--- src/hw/cap_pkg.sv ---
package cap_pkg;
  // Overview of operation
  // - in floppy powerdown, motor, drive select, write data and write gate float
  // - step direction, step, head, density and data rate stay driven in powerdown
  // - serial port direct powerdown follows serial power config bits 3 and 7
  // - serial auto powerdown allowed only by auto power config bits 5 and 6
  // - transmitter sleeps once holding buffer and shift register are both empty
  // - receiver sleeps once receive FIFO is empty and waiting for start bit, and stays asleep until a line change
  // - ring indicator change still raises its event while port sleeps
  // - host write to transmit holding buffer wakes the transmitter
  // - any level change on serial receive input wakes the receiver
  // - parallel port direct powerdown follows parallel power config bit 2
  // - parallel auto powerdown allowed only by auto power config bit 4
  // - extended mode logic sleeps when not configured or, with ecp configured, not chosen in ecr
  // - capabilities logic sleeps when not configured or ecr picks a simple mode
  // - parallel sleep state is re-evaluated whenever ecr or config mode changes
  // - primary disk select goes low for host access to base plus 0 to 7
  // - secondary disk select goes low for host access to its base plus 6
  // - task file data register is a 16-bit transfer, others are 8-bit
  // - strap sampled as reset falls: 0 puts port at 3F0H, 1 at 370H
  // - index and data ports ignored unless chip is in configuration state
  // - two successive 55H writes unlock; any other write between aborts entry
  // - index write picks register 0 to 2FH for data port accesses
  // - writing AAH to the configuration port leaves configuration mode
  localparam logic [9:0] CFG_PORT_LO  = 10'h3F0;
  localparam logic [9:0] CFG_PORT_HI  = 10'h370;
  localparam logic [9:0] DATA_OFS     = 10'h001;
  localparam logic [7:0] UNLOCK_KEY   = 8'h55;
  localparam logic [7:0] EXIT_KEY     = 8'hAA;
  localparam logic [7:0] IDX_LAST     = 8'h2F;
  localparam int         NUM_CR       = 48;
  localparam int         NUM_UART     = 2;
  localparam logic [5:0] CR_FDC       = 6'h00;
  localparam logic [5:0] CR_PP        = 6'h01;
  localparam logic [5:0] CR_UART      = 6'h02;
  localparam logic [5:0] CR_PPEXT     = 6'h04;
  localparam logic [5:0] CR_AUTO      = 6'h07;
  localparam logic [5:0] CR_PRI       = 6'h21;
  localparam logic [5:0] CR_SEC       = 6'h22;
  localparam int         FDC_PWR_BIT  = 3;
  localparam int         PP_PWR_BIT   = 2;
  localparam int         U1_PWR_BIT   = 3;
  localparam int         U2_PWR_BIT   = 7;
  localparam int         U1_AUTO_BIT  = 5;
  localparam int         U2_AUTO_BIT  = 6;
  localparam int         PP_AUTO_BIT  = 4;
  localparam int         EPP_CFG_BIT  = 0;
  localparam int         ECP_CFG_BIT  = 1;
  localparam logic [3:0] SEC_OFS      = 4'h6;
  localparam logic [2:0] WIDE_OFS     = 3'h0;
  localparam logic [2:0] ECR_SPP      = 3'h0;
  localparam logic [2:0] ECR_BIDIR    = 3'h1;
  localparam logic [2:0] ECR_EPP      = 3'h4;

  typedef enum logic [1:0] {ST_LOCKED, ST_ARMED, ST_CONFIG} cap_mode_t;

  typedef struct packed {
    logic [9:0] addr;
    logic [7:0] wdata;
    logic       wr;
    logic       rd;
  } cap_bus_t;

  typedef struct packed {
    logic primary_disk_select_n;
    logic secondary_disk_select_n;
    logic wide16;
  } cap_disk_t;

  typedef struct packed {
    logic [3:0] motor_on_outputs;
    logic [3:0] drive_select_outputs;
    logic       write_data_output;
    logic       write_gate;
    logic       step_dir;
    logic       step;
    logic       head_select_output;
    logic       density_select_output;
    logic [1:0] data_rate_outputs;
  } cap_fdd_in_t;

  typedef struct packed {
    cap_fdd_in_t pins;
    logic        motor_on_oe;
    logic        drive_select_oe;
    logic        write_data_oe;
    logic        write_gate_oe;
  } cap_fdd_out_t;

  typedef struct packed {
    logic thr_empty;
    logic tsr_empty;
    logic rx_fifo_empty;
    logic rx_wait_start;
    logic transmit_holding_write;
    logic serial_receive_input;
    logic ring_indicator_input;
  } cap_uart_in_t;

  typedef struct packed {
    logic tx_pd;
    logic rx_pd;
    logic ri_event;
  } cap_uart_pm_t;

  typedef struct packed {
    logic         rxd_q;
    logic         ri_q;
    logic         tx_auto;
    logic         rx_auto;
    cap_uart_pm_t pm;
  } cap_uart_st_t;

  typedef struct packed {
    cap_mode_t                  mode;
    logic                       strap;
    logic [7:0]                 idx;
    logic [NUM_CR-1:0][7:0]     cr;
    logic [7:0]                 rdata;
    logic                       rvalid;
    cap_disk_t                  disk;
    cap_fdd_out_t               fdd;
    logic                       fdc_pd;
    logic                       pp_pd;
    logic                       epp_pd;
    logic                       ecp_pd;
  } cap_state_t;

  function automatic logic [7:0] cap_cr_reset(input logic [5:0] idx);
    case (idx)
      6'h00:   return 8'h28;
      6'h01:   return 8'h9C;
      6'h02:   return 8'h88;
      6'h03:   return 8'h78;
      6'h06:   return 8'hFF;
      6'h0C:   return 8'h02;
      6'h1E:   return 8'h3C;
      6'h20:   return 8'h3C;
      6'h21:   return 8'h3C;
      6'h22:   return 8'h3D;
      default: return 8'h00;
    endcase
  endfunction : cap_cr_reset
endpackage : cap_pkg

--- src/hw/cap_uart_pm.sv ---
`timescale 1ns/100ps
module cap_uart_pm
  import cap_pkg::*;
(
  input  logic         clock_i,
  input  logic         reset_i,
  input  logic         direct_pd_i,
  input  logic         auto_en_i,
  input  cap_uart_in_t uart_i,
  output cap_uart_pm_t pm_o
);
  cap_uart_st_t st_r;
  cap_uart_st_t st_nxt;
  logic         rx_chg;

  assign pm_o = st_r.pm;

  always_comb
  begin
    st_nxt = st_r;
    rx_chg = uart_i.serial_receive_input != st_r.rxd_q;
    st_nxt.rxd_q = uart_i.serial_receive_input;
    st_nxt.ri_q = uart_i.ring_indicator_input;
    // wake beats entry in the same cycle
    st_nxt.tx_auto = auto_en_i && !uart_i.transmit_holding_write
      && (st_r.tx_auto || (uart_i.thr_empty && uart_i.tsr_empty));
    st_nxt.rx_auto = auto_en_i && !rx_chg
      && (st_r.rx_auto || (uart_i.rx_fifo_empty && uart_i.rx_wait_start));
    st_nxt.pm.tx_pd = direct_pd_i || st_nxt.tx_auto;
    st_nxt.pm.rx_pd = direct_pd_i || st_nxt.rx_auto;
    // ring event ignores sleep state on purpose
    st_nxt.pm.ri_event = uart_i.ring_indicator_input != st_r.ri_q;
    if (reset_i)
    begin
      st_nxt = '0;
      // track line at reset so release causes no false wake
      st_nxt.rxd_q = uart_i.serial_receive_input;
      st_nxt.ri_q = uart_i.ring_indicator_input;
    end
  end

  always_ff @(posedge clock_i)
  begin
    st_r <= st_nxt;
  end
endmodule : cap_uart_pm

--- src/hw/cap_top.sv ---
`timescale 1ns/100ps
module cap_top
  import cap_pkg::*;
(
  input  logic                        clock_i,
  input  logic                        reset_i,
  input  logic                        port_base_strap_i,
  input  cap_bus_t                    bus_i,
  output logic [7:0]                  rdata_o,
  output logic                        rvalid_o,
  output cap_disk_t                   disk_o,
  input  cap_fdd_in_t                 fdd_i,
  input  logic                        fdc_auto_pd_i,
  output cap_fdd_out_t                fdd_o,
  output logic                        fdc_pd_o,
  input  cap_uart_in_t [NUM_UART-1:0] uart_i,
  output cap_uart_pm_t [NUM_UART-1:0] uart_o,
  input  logic [2:0]                  ecr_mode_i,
  output logic                        pp_pd_o,
  output logic                        epp_pd_o,
  output logic                        ecp_pd_o
);
  cap_state_t st_r;
  cap_state_t st_nxt;
  logic [9:0] cfg_base;
  logic [9:0] data_addr;
  logic       wr_cfg;
  logic       wr_data;
  logic       rd_data;
  logic       key_ok;
  logic       exit_ok;
  logic       idx_ok;
  logic [7:0] cur_cr;
  logic       acc;
  logic       pri_hit;
  logic       sec_hit;
  logic       fdd_pd;
  logic       epp_cfg;
  logic       ecp_cfg;
  logic       pp_auto;
  logic       ecr_simple;

  assign rdata_o  = st_r.rdata;
  assign rvalid_o = st_r.rvalid;
  assign disk_o   = st_r.disk;
  assign fdd_o    = st_r.fdd;
  assign fdc_pd_o = st_r.fdc_pd;
  assign pp_pd_o  = st_r.pp_pd;
  assign epp_pd_o = st_r.epp_pd;
  assign ecp_pd_o = st_r.ecp_pd;

  // port base chosen by the strap caught at reset release
  assign cfg_base  = st_r.strap ? CFG_PORT_HI : CFG_PORT_LO;
  assign data_addr = cfg_base + DATA_OFS;
  assign wr_cfg    = bus_i.wr && (bus_i.addr == cfg_base);
  assign wr_data   = bus_i.wr && (bus_i.addr == data_addr);
  assign rd_data   = bus_i.rd && (bus_i.addr == data_addr);
  assign key_ok    = bus_i.wdata == UNLOCK_KEY;
  assign exit_ok   = bus_i.wdata == EXIT_KEY;
  assign idx_ok    = st_r.idx <= IDX_LAST;
  // out-of-range index reads zero rather than a stray bank slot
  assign cur_cr    = idx_ok ? st_r.cr[st_r.idx[5:0]] : 8'h00;

  // task file decode uses the live strobe, so selects trail by one cycle
  assign acc     = bus_i.rd || bus_i.wr;
  assign pri_hit = (bus_i.addr[9:4] == st_r.cr[CR_PRI][7:2])
                   && !bus_i.addr[3];
  assign sec_hit = (bus_i.addr[9:4] == st_r.cr[CR_SEC][7:2])
                   && (bus_i.addr[3:0] == SEC_OFS);

  assign fdd_pd = !st_r.cr[CR_FDC][FDC_PWR_BIT] || fdc_auto_pd_i;

  assign epp_cfg    = st_r.cr[CR_PPEXT][EPP_CFG_BIT];
  assign ecp_cfg    = st_r.cr[CR_PPEXT][ECP_CFG_BIT];
  assign pp_auto    = st_r.cr[CR_AUTO][PP_AUTO_BIT];
  assign ecr_simple = (ecr_mode_i == ECR_SPP) || (ecr_mode_i == ECR_BIDIR)
                      || (ecr_mode_i == ECR_EPP);

  always_comb
  begin
    st_nxt = st_r;
    st_nxt.rvalid = 1'b0;
    case (st_r.mode)
      ST_LOCKED:
      begin
        if (wr_cfg && key_ok)
        begin
          st_nxt.mode = ST_ARMED;
        end
      end
      ST_ARMED:
      begin
        // any other write in between drops the unlock attempt
        if (bus_i.wr)
        begin
          st_nxt.mode = (wr_cfg && key_ok) ? ST_CONFIG : ST_LOCKED;
        end
      end
      ST_CONFIG:
      begin
        if (wr_cfg)
        begin
          if (exit_ok)
          begin
            st_nxt.mode = ST_LOCKED;
          end
          else
          begin
            st_nxt.idx = bus_i.wdata;
          end
        end
        else if (wr_data && idx_ok)
        begin
          st_nxt.cr[st_r.idx[5:0]] = bus_i.wdata;
        end
        if (rd_data)
        begin
          st_nxt.rdata  = cur_cr;
          st_nxt.rvalid = 1'b1;
        end
      end
      default:
      begin
        st_nxt.mode = ST_LOCKED;
      end
    endcase
    // outside ST_CONFIG the index and data ports fall through untouched

    st_nxt.disk.primary_disk_select_n   = !(acc && pri_hit);
    st_nxt.disk.secondary_disk_select_n = !(acc && sec_hit);
    st_nxt.disk.wide16 = acc && pri_hit
                         && (bus_i.addr[2:0] == WIDE_OFS);

    st_nxt.fdc_pd = fdd_pd;
    st_nxt.fdd.pins = fdd_i;
    // drive-facing outputs float so a powered-off drive draws no current
    st_nxt.fdd.motor_on_oe     = !fdd_pd;
    st_nxt.fdd.drive_select_oe = !fdd_pd;
    st_nxt.fdd.write_data_oe   = !fdd_pd;
    st_nxt.fdd.write_gate_oe   = !fdd_pd;

    // recomputed every cycle, so ecr or config changes act on the next clock
    st_nxt.pp_pd  = !st_r.cr[CR_PP][PP_PWR_BIT];
    st_nxt.epp_pd = pp_auto
                    && (!epp_cfg || (ecp_cfg && (ecr_mode_i != ECR_EPP)));
    st_nxt.ecp_pd = pp_auto
                    && (!ecp_cfg || ecr_simple);

    if (reset_i)
    begin
      st_nxt = '0;
      st_nxt.mode = ST_LOCKED;
      st_nxt.disk.primary_disk_select_n   = 1'b1;
      st_nxt.disk.secondary_disk_select_n = 1'b1;
      // last value seen while reset is high is the falling-edge sample
      st_nxt.strap = port_base_strap_i;
      for (int i = 0; i < NUM_CR; i++)
      begin
        st_nxt.cr[i] = cap_cr_reset(i[5:0]);
      end
    end
  end

  always_ff @(posedge clock_i)
  begin
    st_r <= st_nxt;
  end

  for (genvar g = 0; g < NUM_UART; g++)
  begin : g_uart
    localparam int PWR = (g == 0) ? U1_PWR_BIT : U2_PWR_BIT;
    localparam int AUT = (g == 0) ? U1_AUTO_BIT : U2_AUTO_BIT;
    // power bit set means running, clear forces sleep
    cap_uart_pm u_pm (
      .clock_i     (clock_i),
      .reset_i     (reset_i),
      .direct_pd_i (!st_r.cr[CR_UART][PWR]),
      .auto_en_i   (st_r.cr[CR_AUTO][AUT]),
      .uart_i      (uart_i[g]),
      .pm_o        (uart_o[g])
    );
  end
endmodule : cap_top

--- config.mk ---
export PLATFORM = sky130hd
export DESIGN_NAME = cap_top
export DESIGN_NICKNAME = d
export VERILOG_FILES = /design/src/hw/cap_pkg.sv /design/src/hw/cap_uart_pm.sv /design/src/hw/cap_top.sv
export SDC_FILE = /design/constraint.sdc
export NUM_CORES = 1
export LEC_CHECK = 0
export BUFFER_PORTS_ARGS = -buffer_cell sky130_fd_sc_hd__buf_2
export CAP_MARGIN = 20
export CORE_AREA = 2 2 211 213
export DETAILED_ROUTE_END_ITERATION = 8
export DIE_AREA = 0 0 213 215
export PLACE_DENSITY = 0.69
export SYNTH_ARGS = -nofsm -noshare
export SYNTH_HDL_FRONTEND = slang
export SYNTH_SLANG_ARGS = --single-unit
--- constraint.sdc ---
create_clock -name clock_i -period 4.3 [get_ports clock_i]
set_clock_uncertainty 0.15 [all_clocks]
set_input_delay 0 -clock clock_i [delete_from_list [all_inputs] [get_ports clock_i]]
set_output_delay 0 -clock clock_i [all_outputs]
set_load 0.05 [all_outputs]
==> metrics.yaml <==
place:
  portBuffers: 98
  gp_congestion: 0.8883
  dpl_cell_area_sq_um: 20030
  hpwlAfterDp_mm: 33.92
critical_path:
  worstSetupEndpointType: "flip-flop"
  crit_fanout: 18
  critPathLaunchType: "flip-flop"
  cp_slowest_cell: "nand3_1"
  reg2reg_from: "st_r[425]"
  worstSetupPathType: "flip-flop to flip-flop"
  cp_top_family: "simple AND/OR/NAND/NOR gates"
  cp_data_required_time_ns: 4.57
  reg2reg_depth: 7
  cp.buffers_inverters: 1
  r2r-end: "st_r[44]"
  slowest_delay_ns: 0.54
  crit_chain: "a211o_1 -> nor4_4 -> nand3_1 -> buf_4 -> nor2_2 -> mux2i_1 -> nor2_1"
  arrival_ns: 3.67
  worst-r2r-setup-slack_ns: 0.90
yosys:
  syn-num-nets: 2037
  synthCells: 1980
  synth-compound-area-share_pct: 9.243
  avgSynthCellArea_sq_um: 9.804
  synth_cell_types: 60
  async_reset_ff_share_pct: 0
  yosys.area_share.adder_pct: 0
  synth_common_cells: "dfxtp_1 (441), nor2_1 (427), mux2i_1 (412)"
  synth_top_family_by_area: "multiplexers"
  yosysMostFrequentCell: "dfxtp_1"
  synth_top_area_share_pct: 45.48
  synth_edf_count: 1
  synthMuxAreaShare_pct: 24.73
  synth_flop_cell: "dfxtp_1"
  synth_xor_area_share_pct: 0.7670
  yosysWarnings: 0
  syn_area_sq_um: 19410
  synth_area_leaders: "dfxtp_1 (45%), mux2i_1 (21%), nor2_1 (8.3%)"
  synth_top_area_cell: "dfxtp_1"
  synth-simple-area-share_pct: 14.75
  ys_seq_area_share_pct: 45.64
  synth-seq-cells: 442
power_and_ir_drop:
  irDropWorstVdd_mv: 0.2788
  p_leak_nw: 7.635
  power_density_nw_per_um2: 379.3
worst_hold_path:
  hp-start: "bus_i[7]"
  holdPathEnd: "st_r[321]"
  holdPathStages: 4
  hold_path.class: "input pin to flip-flop"
cts:
  cts_tree: "yes"
  cts.clk_slew.worst_paths_ns: 0.06
  h-tree-depth: 2
  cts_buffer_depth: 3
  cts_setup_buffers: 0
  cts_num_sinks: 442
  root_buffer: "clkbuf_16"
  cts-resized-gates: 0
  cts_made_buffers: 47
  cts_hold_buf: 64
  clkLatencyLatePin_ns: 0.58
die:
  die_w_microns: 213
  dieHeight_microns: 215
  dieArea_sq_um: 45800
  core_area_sq_um: 43640
  rows: 77
  start_util_pct: 44.48
  io_pins: 99
sta:
  fmax_ghz: 0.2943
  period_needed_ns: 3.397
  max_slew_margin_pct: 40.39
  tns_ns: 0
  slew_violations: 0
  rsz0062_at_grt: "no"
  worst_slew_pin_slew_ns: 0.8900
  setup-violations-final: 0
  hold_slack_ns: 0.02247
  fin_crit_sh_pct: 79.01
  hold_viol: 0
grt:
  grt_max_degree: 189
  gr-total-overflow: 0
  grt_util_all_layers_pct: 23.90
  grt_pass1_vias: 14920
  grt_pass1_wl_mm: 85.67
  antenna_found_initial: 1
layout:
  antenna_cells: 0
  drive_above_1_share_pct: 14.50
  fin_area_sq_um: 22180
  nNetsFinal: 2089
  multi_input_area_sq_um: 9614
  seqCellArea_sq_um: 8865
  num-fill-cells: 3937
  syn2layout_area_growth_pct: 14.28
routing:
  drc: 0
  avgRoutedWirePerCell_microns: 20.77
  ant_nets: 0
  via_per_inst: 5.691
  drt_iter0_drc: 1515
  drt_pass1_iterations: 8
  wl_mm: 55.26
  via_count: 15140
status:
  outcome: "finished clean"
run:
  drv_cap: 0
==> tightest hold or removal path, delay by kind of cell <==
kind	cells	cell delay, ns
mux	1	0.23
buf+inv	2	0.42
simple gates	1	0.05
==> state kept, by name, summed over array words and instances (netlist names) <==
register          cells
disk_o                3
ecp_cfg               1
ecp_pd_o              1
epp_cfg               1
epp_pd_o              1
fdc_pd_o              1
fdd_o                17
g_uart.u_pm.pm_o      6
g_uart.u_pm.st_r      8
pp_auto               1
pp_pd_o               1
rdata_o               8
rvalid_o              1
st_r                392
==> layout by cell type (no fill, tap or decap), drive strengths merged, types with 5 or more instances in the layout <==
master,n
o21ai,34
nor3,48
clkbuf,76
nand3,10
a22o,8
a31oi,6
dlygate4sd3,64
o22ai,19
mux2i,412
nand2,27
a21oi,22
clkinv,9
o22a,9
a221oi,60
nor2,474
nor2b,23
dfxtp,441
mux4,21
o21bai,41
nand2b,6
a221o,5
mux2,18
xor2,11
a22oi,24
inv,6
xnor2,6
buf,133
nand4,5
==> how the worst max path moves through the flow <==
stage / from / endpoint / slack [ns] / cells after the start
6_report: st_r[425] / st_r[44] / 0.90 / 7
5_1_grt: st_r[425] / st_r[44] / 0.73 / 7
4_1_cts: st_r[425] / st_r[44] / 0.97 / 7
3_5_place_dp: st_r[425] / st_r[44] / 1.03 / 7
3_3_place_gp: st_r[425] / st_r[49] / 1.13 / 7
2_1_floorplan: st_r[421] / rdata_o[0] / 2.01 / 7
==> layer usage <==
| metal | up-vias | global-route usage [%] | wire length (microns) |
|---|---|---|---|
| li1 | 7022 | - | - |
| met1 | 7473 | 32.08 | 24220 |
| met2 | 529 | 37.89 | 25720 |
| met3 | 117 | 4.063 | 3509 |
| met4 | 2 | 10.00 | 1793 |
| met5 | - | 0 | 13 |
==> logic make-up (layout without fill, tap and decap cells) <==
group,after synthesis,after routing
buffers and inverters,201,290
DFF,442,442
muxes,451,451
AOI/OAI and AO/OA,245,245
and+or+nand+nor,624,624
xor gates and xnor gates,17,17
==> through the flow <==
step | cells | util (%) | total power, mW | setup WS, ns
after floorplan | 1980 | - | 4.404 | 2.008
after global placement | 2511 | 45.90 | 4.479 | 1.130
after detailed placement | 2511 | 45.90 | 4.483 | 1.027
after CTS | 2661 | 50.83 | 8.478 | 0.9688
after global routing | 2661 | 50.83 | 8.673 | 0.7318
final | 2661 | 50.83 | 8.415 | 0.9026
==> power breakdown <==
group          leakage, nW  internal (mW)  switching, mW
sequential            3.57           4.11        0.00439
clock                0.742           2.32           1.65
combinational         3.32         0.0992          0.228
total                 7.63           6.53           1.88
==> cell type report <==
class / count / share of cell area [%]
multi-input combinational: 1337 / 43.34
sequential: 442 / 39.96
timing repair buffer: 197 / 6.441
clock buffer: 76 / 6.435
tap: 592 / 3.339
clock inverter: 10 / 0.3666
inverter: 7 / 0.1184
Power figures use the tool's default switching activity.
